[config.mk]
export PLATFORM = sky130hd
export DESIGN_NAME = doim_top
export DESIGN_NICKNAME = d
export VERILOG_FILES = /design/src/doim_pkg.sv /design/src/doim_top.sv
export SDC_FILE = /design/constraint.sdc
export NUM_CORES = 1
export LEC_CHECK = 0
export BUFFER_PORTS_ARGS = -buffer_cell sky130_fd_sc_hd__buf_2
export CAP_MARGIN = 20
export CORE_ASPECT_RATIO = 1.25
export CORE_MARGIN = 2
export CORE_UTILIZATION = 47
export DETAILED_ROUTE_END_ITERATION = 16
export GPL_TIMING_DRIVEN = 0
export HOLD_SLACK_MARGIN = 0.06
export PLACE_DENSITY = 0.84
export SYNTH_ARGS = -nofsm -noshare
export SYNTH_HDL_FRONTEND = slang
export SYNTH_SLANG_ARGS = --single-unit
[constraint.sdc]
create_clock -name mclk -period 1.5 [get_ports mclk]
set_clock_uncertainty 0.05 [all_clocks]
set_input_delay 0.3 -clock mclk [delete_from_list [all_inputs] [get_ports mclk]]
set_output_delay 0.3 -clock mclk [all_outputs]
set_load 0.01 [all_outputs]
[src/doim_pkg.sv]
package doim_pkg;
	localparam int unsigned DATA_W = 8;
	localparam int unsigned ADDR_W = 4;
	// Register indices (word address on the plain register port)
	localparam logic [3:0] ADDR_TWO_CH_DRIVE = 4'h0;
	localparam logic [3:0] ADDR_TWO_CH_FLAGS = 4'h1;
	localparam logic [3:0] ADDR_TWO_CH_CODED_DRIVE = 4'h2;
	localparam logic [3:0] ADDR_TWO_CH_CODES = 4'h3;
	localparam logic [3:0] ADDR_FOUR_CH_DRIVE = 4'h4;
	localparam logic [3:0] ADDR_FOUR_CH_DIAG_DRIVE = 4'h5;
	localparam logic [3:0] ADDR_FOUR_CH_FLAGS = 4'h6;
	localparam logic [7:0] DRIVE_RESET = 8'h00;
	localparam logic [7:0] UNMAPPED_READ = 8'h00;
	// Field widths
	localparam int unsigned TWO_CH = 2;
	localparam int unsigned FOUR_CH = 4;
	// Two-bit fault codes
	typedef enum logic [1:0]
	{
		DOIM_CODE_NORMAL = 2'b00,
		DOIM_CODE_OPEN_OR_HIGH = 2'b01,
		DOIM_CODE_GND_OR_OVL = 2'b10,
		DOIM_CODE_RESERVED = 2'b11
	} doim_code_t;
	// Per-channel condition sensed at the output stage
	typedef struct packed
	{
		logic overload;
		logic short_gnd;
		logic short_supply;
		logic open_wire;
	} doim_sense_t;
	typedef struct packed
	{
		logic [ADDR_W-1:0] addr;
		logic [DATA_W-1:0] wdata;
		logic wr;
		logic rd;
	} doim_bus_req_t;
endpackage

[src/doim_top.sv]
// Summary of operation
// - Every diagnosing output channel raises a fault flag on overload, short or open.
// - Faults go back in the input image; drive comes only from output image.
// - Flag of channel 1 in bit 0, next channels upward, unused bits zero.
// - Two-channel drive: bit 0 drives channel 1, bit 1 channel 2, rest ignored.
// - Coded variant: two-bit code per channel, ch1 in bits 1:0, ch2 in 3:2.
// - Code 00 normal, 01 open load or short to supply, 10 ground short/overload.
// - Coded variant drive: bits 0 and 1 drive channels, bits 2 and 3 ignored.
// - Four-channel drive: bit n drives channel n+1, bits 4 to 7 ignored.
// - Four-channel diagnosing: flags in bits 0 to 3, drive from bits 0 to 3.
// - Single-bit flag: 0 means no error, 1 means overload, short or open.
//
// The placing of the registers and the address-and-strobe port are this design's own decisions.
`timescale 1ns/100ps
`default_nettype none
module doim_top
	import doim_pkg::*;
(
	input wire logic mclk,
	input wire logic resetn,
	input wire doim_pkg::doim_bus_req_t bus_req,
	output logic [doim_pkg::DATA_W-1:0] rdata,
	input wire doim_pkg::doim_sense_t [1:0] sense_two,
	input wire doim_pkg::doim_sense_t [1:0] sense_coded,
	input wire doim_pkg::doim_sense_t [3:0] sense_diag4,
	output logic [1:0] drive_two,
	output logic [1:0] drive_coded,
	output logic [3:0] drive_four,
	output logic [3:0] drive_diag4
);
	import doim_pkg::*;

	// Single-bit flag: any of the four sensed fault conditions
	function automatic logic fault_any(input doim_sense_t s);
		fault_any = s.overload | s.short_gnd | s.short_supply | s.open_wire;
	endfunction

	// Ground short and overload take priority; 11 is never produced
	function automatic doim_code_t fault_code(input doim_sense_t s);
		if (s.overload | s.short_gnd)
			fault_code = DOIM_CODE_GND_OR_OVL;
		else if (s.open_wire | s.short_supply)
			fault_code = DOIM_CODE_OPEN_OR_HIGH;
		else
			fault_code = DOIM_CODE_NORMAL;
	endfunction

	logic [1:0] two_drive_r;
	logic [1:0] coded_drive_r;
	logic [3:0] four_drive_r;
	logic [3:0] diag4_drive_r;
	logic [1:0] two_flags_r;
	logic [3:0] codes_r;
	logic [3:0] diag4_flags_r;
	logic [DATA_W-1:0] rdata_r;
	logic [DATA_W-1:0] rdata_nxt;
	logic [1:0] two_flags_nxt;
	logic [3:0] codes_nxt;
	logic [3:0] diag4_flags_nxt;
	wire wr_two = bus_req.wr && bus_req.addr == ADDR_TWO_CH_DRIVE;
	wire wr_coded = bus_req.wr && bus_req.addr == ADDR_TWO_CH_CODED_DRIVE;
	wire wr_four = bus_req.wr && bus_req.addr == ADDR_FOUR_CH_DRIVE;
	wire wr_diag4 = bus_req.wr && bus_req.addr == ADDR_FOUR_CH_DIAG_DRIVE;

	// Flags recomputed every cycle, so they clear on the first clock edge after the fault goes
	assign two_flags_nxt = {fault_any(sense_two[1]),
		fault_any(sense_two[0])};
	assign codes_nxt = {fault_code(sense_coded[1]),
		fault_code(sense_coded[0])};
	assign diag4_flags_nxt = {fault_any(sense_diag4[3]), fault_any(sense_diag4[2]),
		fault_any(sense_diag4[1]), fault_any(sense_diag4[0])};

	// Read mux: drive registers read back only their used bits
	always_comb
	begin
		rdata_nxt = UNMAPPED_READ;
		if (bus_req.rd)
		begin
			unique case (bus_req.addr)
				ADDR_TWO_CH_DRIVE: rdata_nxt = {6'h00, two_drive_r};
				ADDR_TWO_CH_FLAGS: rdata_nxt = {6'h00, two_flags_r};
				ADDR_TWO_CH_CODED_DRIVE: rdata_nxt = {6'h00, coded_drive_r};
				ADDR_TWO_CH_CODES: rdata_nxt = {4'h0, codes_r};
				ADDR_FOUR_CH_DRIVE: rdata_nxt = {4'h0, four_drive_r};
				ADDR_FOUR_CH_DIAG_DRIVE: rdata_nxt = {4'h0, diag4_drive_r};
				ADDR_FOUR_CH_FLAGS: rdata_nxt = {4'h0, diag4_flags_r};
				default: rdata_nxt = UNMAPPED_READ;
			endcase
		end
	end

	// Status registers are read only; writes to them are dropped
	always_ff @(posedge mclk or negedge resetn)
	begin
		if (!resetn)
		begin
			two_drive_r <= DRIVE_RESET[1:0];
			coded_drive_r <= DRIVE_RESET[1:0];
			four_drive_r <= DRIVE_RESET[3:0];
			diag4_drive_r <= DRIVE_RESET[3:0];
			two_flags_r <= 2'h0;
			codes_r <= 4'h0;
			diag4_flags_r <= 4'h0;
			rdata_r <= UNMAPPED_READ;
		end
		else
		begin
			if (wr_two)
				two_drive_r <= bus_req.wdata[1:0];
			if (wr_coded)
				coded_drive_r <= bus_req.wdata[1:0];
			if (wr_four)
				four_drive_r <= bus_req.wdata[3:0];
			if (wr_diag4)
				diag4_drive_r <= bus_req.wdata[3:0];
			two_flags_r <= two_flags_nxt;
			codes_r <= codes_nxt;
			diag4_flags_r <= diag4_flags_nxt;
			rdata_r <= rdata_nxt;
		end
	end

	assign drive_two = two_drive_r;
	assign drive_coded = coded_drive_r;
	assign drive_four = four_drive_r;
	assign drive_diag4 = diag4_drive_r;
	assign rdata = rdata_r;
endmodule
`default_nettype wire

# Word level (Yosys, flattened, before mapping)
# Cells that the tools add are included.
word_totals:
  regBits: 30
  in_bits: 48
  output_inout_bits: 20
  word_cells: 47
op_classes:
  n_eq_ne: 6
  muxes: 6
  n_bitwise: 22
  n_reduce_logical: 5
ops:
  columns: ["cell", "count"]
  rows:
  - ["case mux 4 bit (7 select lines)", 1]
  - ["OR 1 bit", 22]
  - ["equality test 4 x 3 -> 1 bit (second input constant)", 3]
  - ["equality test 4 x 2 -> 1 bit (second input constant)", 2]
  - ["two-way mux 8 bit", 1]
  - ["equality test 4 x 1 -> 1 bit (second input constant)", 1]
  - ["logical AND 1 bit", 4]
  - ["logical NOT 4 bit", 1]
  - ["two-way mux 2 bit", 2]
  - ["two-way mux 1 bit", 2]

# Longest topological paths before layout
# Gate-level depths: netlist of the first run.
logic_depth:
  depth_word: 3
  mapped_depth: 6
  mapped_depth_nobuf: 4

# Worst setup path before layout of the first run
# OpenSTA, ideal clock, no wires.
synth_path:
  kind: "input-to-reg"
  start: "input bus_req[11] in the netlist's numbering"
  end: "register four_drive_r[0], in the netlist drive_four[0]"
  setup_time_ps: 125
  arrival_time_ps: 1110
  path_slack_ps: 215
  stages: 3
  path_buffers: 1
  path_cell_list: "buf_6 > nor4_4 > mux2_2"
synth_via:
  elab_chain_cells: 2
synth_rtl:
  columns: ["item", "line", "source"]
  rows:
  - ["from (decl)", "doim_top.sv:21", "input wire doim_pkg::doim_bus_req_t bus_req,"]
  - ["equality test 4 x 3 -> 1 bit", "doim_top.sv:62", "wire wr_four = bus_req.wr && bus_req.addr == ADDR_FOUR_CH_DRIVE;"]
  - ["logical AND 1 bit", "doim_top.sv:62", null]
  - ["to (signal assigned)", "doim_top.sv:99", "four_drive_r <= DRIVE_RESET[3:0];"]
  - ["to (signal assigned)", "doim_top.sv:113", "four_drive_r <= bus_req.wdata[3:0];"]
  - ["to (decl)", "doim_top.sv:50", "logic [3:0] four_drive_r;"]
# Every way passes these cells.
# A chain may end at the register's enable or synchronous reset.

# Worst setup path in the final report of the first run
layout_path:
  start: "register four_drive_r[3], in the netlist drive_four[3]"
  end: "output drive_four[3]"
layout_rtl:
  columns: ["item", "line", "source"]
  rows:
  - ["to (decl)", "doim_top.sv:28", "output logic [3:0] drive_four,"]
# No word-level cell between the ends.

==> impl_metrics.py, run 1 <==
metrics = {
    "run_status": {
        "outcome": "finished, final reports clean",
    },
    "yosys": {
        "synth_top_area_frac": 0.5169,
        "ys_warn_count": 0,
        "netlist_instances": 109,
        "ys_seq_area_frac": 0.5169,
        "synth_area_leader_cell": "dfrtp_1",
        "synthTopCellsByCount": "dfrtp_1, mux2_2, nor2_1",
        "avgSynthCellArea_sq_um": 11.55,
        "yosysUniqueCellTypes": 25,
        "ys_seq_elements": 26,
        "yosysMostFrequentCell": "dfrtp_1",
        "netlist_area_sq_mm": 0.001259,
        "synth_edf_count": 0,
        "synthArstFlopShare": 1.000,
        "synth-main-ff-cell": "dfrtp_1",
        "synth_area_leaders": "dfrtp_1, mux2_2, buf_4, or4_1, mux2i_1",
    },
    "clock_network": {
        "cts_tree": "yes",
        "clk_path_buf_depth": 2,
        "cts_root_buf": "clkbuf_4",
        "cts_made_buffers": 3,
        "worstSkewPairLatency_ps": 320,
        "path_clk_slew_ps": 140,
        "clock_sinks": 26,
        "cts_max_level": 1,
        "postCtsSetupBuffers": 0,
        "cts_resized": 0,
    },
    "power_and_ir_drop": {
        "p_per_area_mw_per_mm2": 968.5,
        "ir_drop_mv": 0.6212,
        "p_leak_nw": 0.7877,
    },
    "cells_and_area": {
        "layoutNonFillerInstCount": 208,
        "fin_util": 0.6320,
        "regArea_sq_um": 650.6,
        "fillCellCount": 221,
        "area.growth.synth_to_final_pct": 30.62,
        "multi_input_area_sq_um": 538.0,
        "antenna_cells": 0,
        "drive_gt1_frac": 0.5172,
        "final_net_count": 223,
    },
    "critical_path": {
        "crit_slowest_cell": "dfrtp_1",
        "crit_family": "flip-flops",
        "cp-end-kind": "output port",
        "crit_type": "flip-flop to output port",
        "critPathMaxFanout": 3,
        "required_ps": 1150,
        "cp.buffers_inverters": 1,
        "r2r_slack_ps": 360,
        "worstPathArrival_ps": 900,
        "slowest_delay_ps": 430,
        "critical_path.cell_chain": "buf_2",
        "start_kind": "flip-flop",
    },
    "placed_design": {
        "gp_congestion": 0.9769,
        "dpl.hpwl_microns": 2114,
        "io_buffers": 57,
        "placed_cells": 203,
    },
    "flow_run": {
        "cap_viol_max_count": 0,
    },
    "die": {
        "ios": 68,
        "row_count": 21,
        "core-area_sq_mm": 0.002601,
        "dieWidth_microns": 50.29,
        "die_height_microns": 61.86,
        "initial_core_util": 0.4839,
        "dieArea_sq_mm": 0.003111,
    },
    "timing": {
        "rsz0062_at_grt": "no",
        "min_period_ps": 1254,
        "fmax_mhz": 797.5,
        "drv_slew": 0,
        "finalHoldWorstSlack_ps": 94.40,
        "fin_crit_sh": 0.8359,
        "hold_viol_final": 0,
        "setup_viol": 0,
        "worstMarginPinSlew_ps": 552.8,
        "tns_ps": 0,
        "slew_headroom": 0.6315,
    },
    "routing": {
        "wl_microns": 2638,
        "drc": 0,
        "wl_per_cell_microns": 12.68,
        "vias": 1042,
        "ant_nets": 0,
        "via_per_inst": 5.010,
        "drt_iter0_markers": 23,
        "first_pass_iters": 4,
    },
    "global_routing": {
        "grt-ovfl-total": 0,
        "grt_pass1_wl_microns": 4119,
        "grt_max_degree": 27,
        "track_usage": 0.1783,
        "antenna_found_initial": 0,
        "first_global_vias": 932,
    },
    "worst_hold_path": {
        "hold_class": "primary input to flip-flop",
    },
}
[flip-flops by register name (all words and copies together) (netlist names)]
register,flops
codes_r,4
diag4_flags_r,4
drive_diag4,4
drive_four,4
rdata,4
drive_coded,2
drive_two,2
two_flags_r,2
[cell families after synthesis]
group,after synthesis,synth area share
AOI/OAI and AO/OA,13,0.06262
buffers and inverters,11,0.06461
DFF,26,0.5169
muxes,16,0.1392
other,1,0.002979
and+or+nand+nor,42,0.2137
[area by class of cell]
cell class                 instances  area share
clock buffer                       4     0.02207
inverter                           1    0.002283
tap                               34     0.02588
sequential                        26      0.3957
buffer                            10     0.04718
multi-input combinational         75      0.3272
timing repair buffer              58      0.1796
[timing repair]
action | 4_1_cts | 5_1_grt
hold endpoints to repair | 26 | 0
hold buffers | 1 | 0
endpoints found under the setup margin | 0 | 0
[worst paths after layout]
check                          startpoint             end  cells past startpoint
max                         drive_four[3]   drive_four[3]                      1
min                          sense_two[4]  two_flags_r[1]                      2
max reg2reg                drive_coded[0]        rdata[0]                      4
min reg2reg                drive_coded[1]  drive_coded[1]                      1
max in group asynchronous          resetn   drive_four[3]                      2
min in group asynchronous          resetn        rdata[0]                      2
[power by group]
group          internal, mW  switching (mW)  total (mW)
Clock                 0.149           0.207       0.355
Combinational         0.201           0.184       0.386
Sequential            0.789          0.0625       0.851
[placed cells by master, fill, tap and decap left out]
| cell type | count |
|---|---|
| nor2_4 | 3 |
| or4_1 | 6 |
| clkbuf_4 | 3 |
| buf_4 | 6 |
| nor4_4 | 1 |
| nand2_1 | 6 |
| nand4b_1 | 1 |
| mux2i_1 | 4 |
| a31oi_1 | 2 |
| a41oi_1 | 1 |
| clkbuf_8 | 1 |
| or2_2 | 2 |
| dfrtp_1 | 26 |
| nor2_1 | 9 |
| a211o_1 | 1 |
| a32oi_1 | 1 |
| nor4b_1 | 2 |
| conb_1 | 4 |
| buf_2 | 59 |
| dlygate4sd3_1 | 1 |
| nand2_2 | 1 |
| mux2_2 | 12 |
| o21ai_0 | 5 |
| inv_1 | 1 |
| nand3b_1 | 5 |
| buf_6 | 2 |
| nand3_1 | 6 |
| a21oi_1 | 3 |
[per-stage QoR]
stage          power (mW)  cell area, sq um  setup WS, ps
4_1_cts             1.609              1644         237.1
5_1_grt             1.683              1644         202.9
3_3_place_gp        1.233              1598         81.67
3_5_place_dp        1.254              1598         57.92
2_1_floorplan       1.063              1270         214.8
6_report            1.592              1644         246.1
[per-layer routing]
layer	vias up	track usage	share of wire
met2	40	0.3327	0.56
met3	8	0.01675	0.043
met4	0	0.09524	0.024
met1	481	0.2047	0.37
li1	513	-	-
met5	-	0	0
(Power assumes the default switching activity.)
==> run 2: changes to the inputs <==
--- a/config.mk
+++ b/config.mk
@@ -9,11 +9,11 @@
 export CAP_MARGIN = 20
 export CORE_ASPECT_RATIO = 1.25
 export CORE_MARGIN = 2
-export CORE_UTILIZATION = 47
+export CORE_UTILIZATION = 39
 export DETAILED_ROUTE_END_ITERATION = 16
 export GPL_TIMING_DRIVEN = 0
 export HOLD_SLACK_MARGIN = 0.06
-export PLACE_DENSITY = 0.84
+export PLACE_DENSITY = 0.74
 export SYNTH_ARGS = -nofsm -noshare
 export SYNTH_HDL_FRONTEND = slang
 export SYNTH_SLANG_ARGS = --single-unit
==> constraint.sdc (replaced) <==
create_clock -name mclk -period 1.05 [get_ports mclk]
set_clock_uncertainty 0.05 [all_clocks]
set_input_delay 0.21 -clock mclk [delete_from_list [all_inputs] [get_ports mclk]]
set_output_delay 0.21 -clock mclk [all_outputs]
set_load 0.01 [all_outputs]
==> run 2 against run 1 <==
  * The run now ends with negative setup slack left
  * Register-to-register slack got worse by 440 ps
  * Routed wire length increased by 4.4%
  * Highest routed layer unchanged
  * Final cell count increased by 4.8%
  * Sequential cell count unchanged
  * Combinational power increased by 81%
  * Hold slack got worse by 28 ps
  * Critical path type is now flip-flop to flip-flop
  * Count of clock-buffer cells in the layout decreased by 1
  * Cell area increased by 9.6%
  * Non-clock buffer count increased by 7
  * Power increased by 71%
==> impl_metrics.py, run 2 (same netlist as run 1, synthesis figures left out) <==
metrics = {
    "critical_path": {
        "cp-end-kind": "flip-flop",
        "r2r-end": "rdata[0]",
        "r2r_slack_ps": -80,
        "cp.buffers_inverters": 0,
        "critPathMaxFanout": 3,
        "crit_slowest_cell": "dfrtp_1",
        "reg2reg_from": "drive_coded[0]",
        "crit_type": "flip-flop to flip-flop",
        "required_ps": 1150,
        "cp-startpoint": "drive_coded[0]",
        "worstPathArrival_ps": 1230,
        "critical_path.cell_chain": "mux2i_1, nor4b_2, a41oi_1, a31oi_1",
        "crit_family": "flip-flops",
        "worst-r2r-cell-count": 4,
        "slowest_delay_ps": 400,
        "start_kind": "flip-flop",
    },
    "die": {
        "dieWidth_microns": 54.82,
        "initial_core_util": 0.4013,
        "ios": 68,
        "die_height_microns": 67.52,
        "core-area_sq_mm": 0.003137,
        "row_count": 23,
        "dieArea_sq_mm": 0.003701,
    },
    "power_and_ir_drop": {
        "p_leak_nw": 0.8683,
        "p_per_area_mw_per_mm2": 1511,
        "ir_drop_mv": 0.8987,
    },
    "clock_network": {
        "cts_made_buffers": 3,
        "path_clk_slew_ps": 90,
        "cts_tree": "yes",
        "cts_max_level": 1,
        "cts_root_buf": "clkbuf_8",
        "clk_path_buf_depth": 2,
        "clock_sinks": 26,
        "worstSkewPairLatency_ps": 270,
    },
    "run_status": {
        "violations": "negative setup slack",
        "outcome": "finished, violations left",
    },
    "worst_hold_path": {
        "holdPathEnd": "two_flags_r[0]",
        "min_delay_path_depth": 2,
        "hold_class": "primary input to flip-flop",
        "holdCritStartpoint": "sense_two[0]",
    },
    "timing": {
        "worstMarginPinSlew_ps": 539.0,
        "hold_viol_final": 0,
        "slew_headroom": 0.6407,
        "fin_crit_sh": 1.077,
        "drv_slew": 0,
        "worst_slack_ps": -80.87,
        "finalHoldWorstSlack_ps": 66.42,
        "setup_viol": 12,
        "min_period_ps": 1131,
        "rsz0062_at_grt": "yes",
        "fmax_mhz": 884.3,
    },
    "placed_design": {
        "dpl.hpwl_microns": 2130,
        "placed_cells": 206,
        "gp_congestion": 0.8915,
        "io_buffers": 57,
    },
    "cells_and_area": {
        "area.growth.synth_to_final_pct": 43.14,
        "antenna_cells": 0,
        "mostFrequentLayoutCell": "buf_2",
        "drive_gt1_frac": 0.5580,
        "mostFrequentLayoutCells": "buf_2, dfrtp_1, buf_4, nor2_1, mux2_2",
        "layoutNonFillerInstCount": 218,
        "final_net_count": 230,
    },
    "routing": {
        "highest_layer": "met4",
        "drt_iter0_markers": 18,
        "vias": 1074,
        "wl_met3_microns": 183,
        "wl_per_cell_microns": 12.64,
        "via_per_inst": 4.927,
        "wl_met1_microns": 1015,
        "wl_met2_microns": 1498,
        "wl_microns": 2755,
        "ant_nets": 0,
        "drc": 0,
        "first_pass_iters": 4,
    },
    "global_routing": {
        "track_usage": 0.1599,
        "grt-ovfl-total": 0,
        "grt_pass1_wl_microns": 4209,
        "grt_max_degree": 27,
        "antenna_found_initial": 0,
        "first_global_vias": 986,
    },
    "flow_run": {
        "cap_viol_max_count": 0,
    },
}
==> run 2: cell count changes in the layout (fill, tap and decap cells not counted), moves of 3 or more <==
| cell | delta |
|---|---|
| buf_4 | +7 |
| clkbuf_4 | -3 |
| mux2_2 | -5 |
| mux2_4 | +5 |
==> run 2: layout make-up <==
cell class              count  area (sq um)
plain buffers              10         93.84
clock buffers               3         41.29
clock inverters             1         30.03
fillers                   268          1335
inverters                   1         3.754
multi-input cells          75         579.3
flip-flops and latches     26         650.6
well taps                  37         46.29
repair buffers             65         356.6
==> run 2: metal layers <==
layer,GRT usage,up-vias
met3,0.03319,7
met5,0,-
li1,-,526
met2,0.2708,39
met4,0.08750,0
met1,0.1822,502
==> run 2: how the worst max path moves through the flow <==
stage / endpoint / depth (start not counted)
3_3_place_gp: drive_four[1] / 3
3_5_place_dp: drive_four[3] / 3
5_1_grt: rdata[0] / 4
6_report: rdata[0] / 4
4_1_cts: rdata[0] / 4
2_1_floorplan: drive_four[0] / 3
==> run 2: power breakdown <==
part	leakage [nW]	switching (mW)	internal (mW)
Combinational	0.529	0.303	0.398
Clock	0.0357	0.310	0.510
Sequential	0.304	0.0746	1.13
Total	0.868	0.687	2.03
==> run 2: through the flow <==
step / setup TNS (ps) / total power, mW / cell area (sq um) / util / setup slack [ps]
after floorplan: -937.8 / 1.545 / 1299 / - / -139.3
after global placement: -2750 / 1.789 / 1630 / 0.5197 / -246.0
after detailed placement: -3067 / 1.814 / 1630 / 0.5197 / -274.0
after CTS: -342.1 / 2.712 / 1769 / 0.5640 / -63.17
after global routing: -766.3 / 2.839 / 1802 / 0.5744 / -139.1
final: -318.2 / 2.722 / 1802 / 0.5744 / -80.87
==> run 2: timing repair <==
action                                  in CTS  in global routing
endpoints found under the setup margin      14                 20
pin swaps                                    0                  4
buffers inserted                             6                  1
hold buffers                                 1                  0
endpoints found under the hold margin       26                  0
gates resized for setup                      2                  8
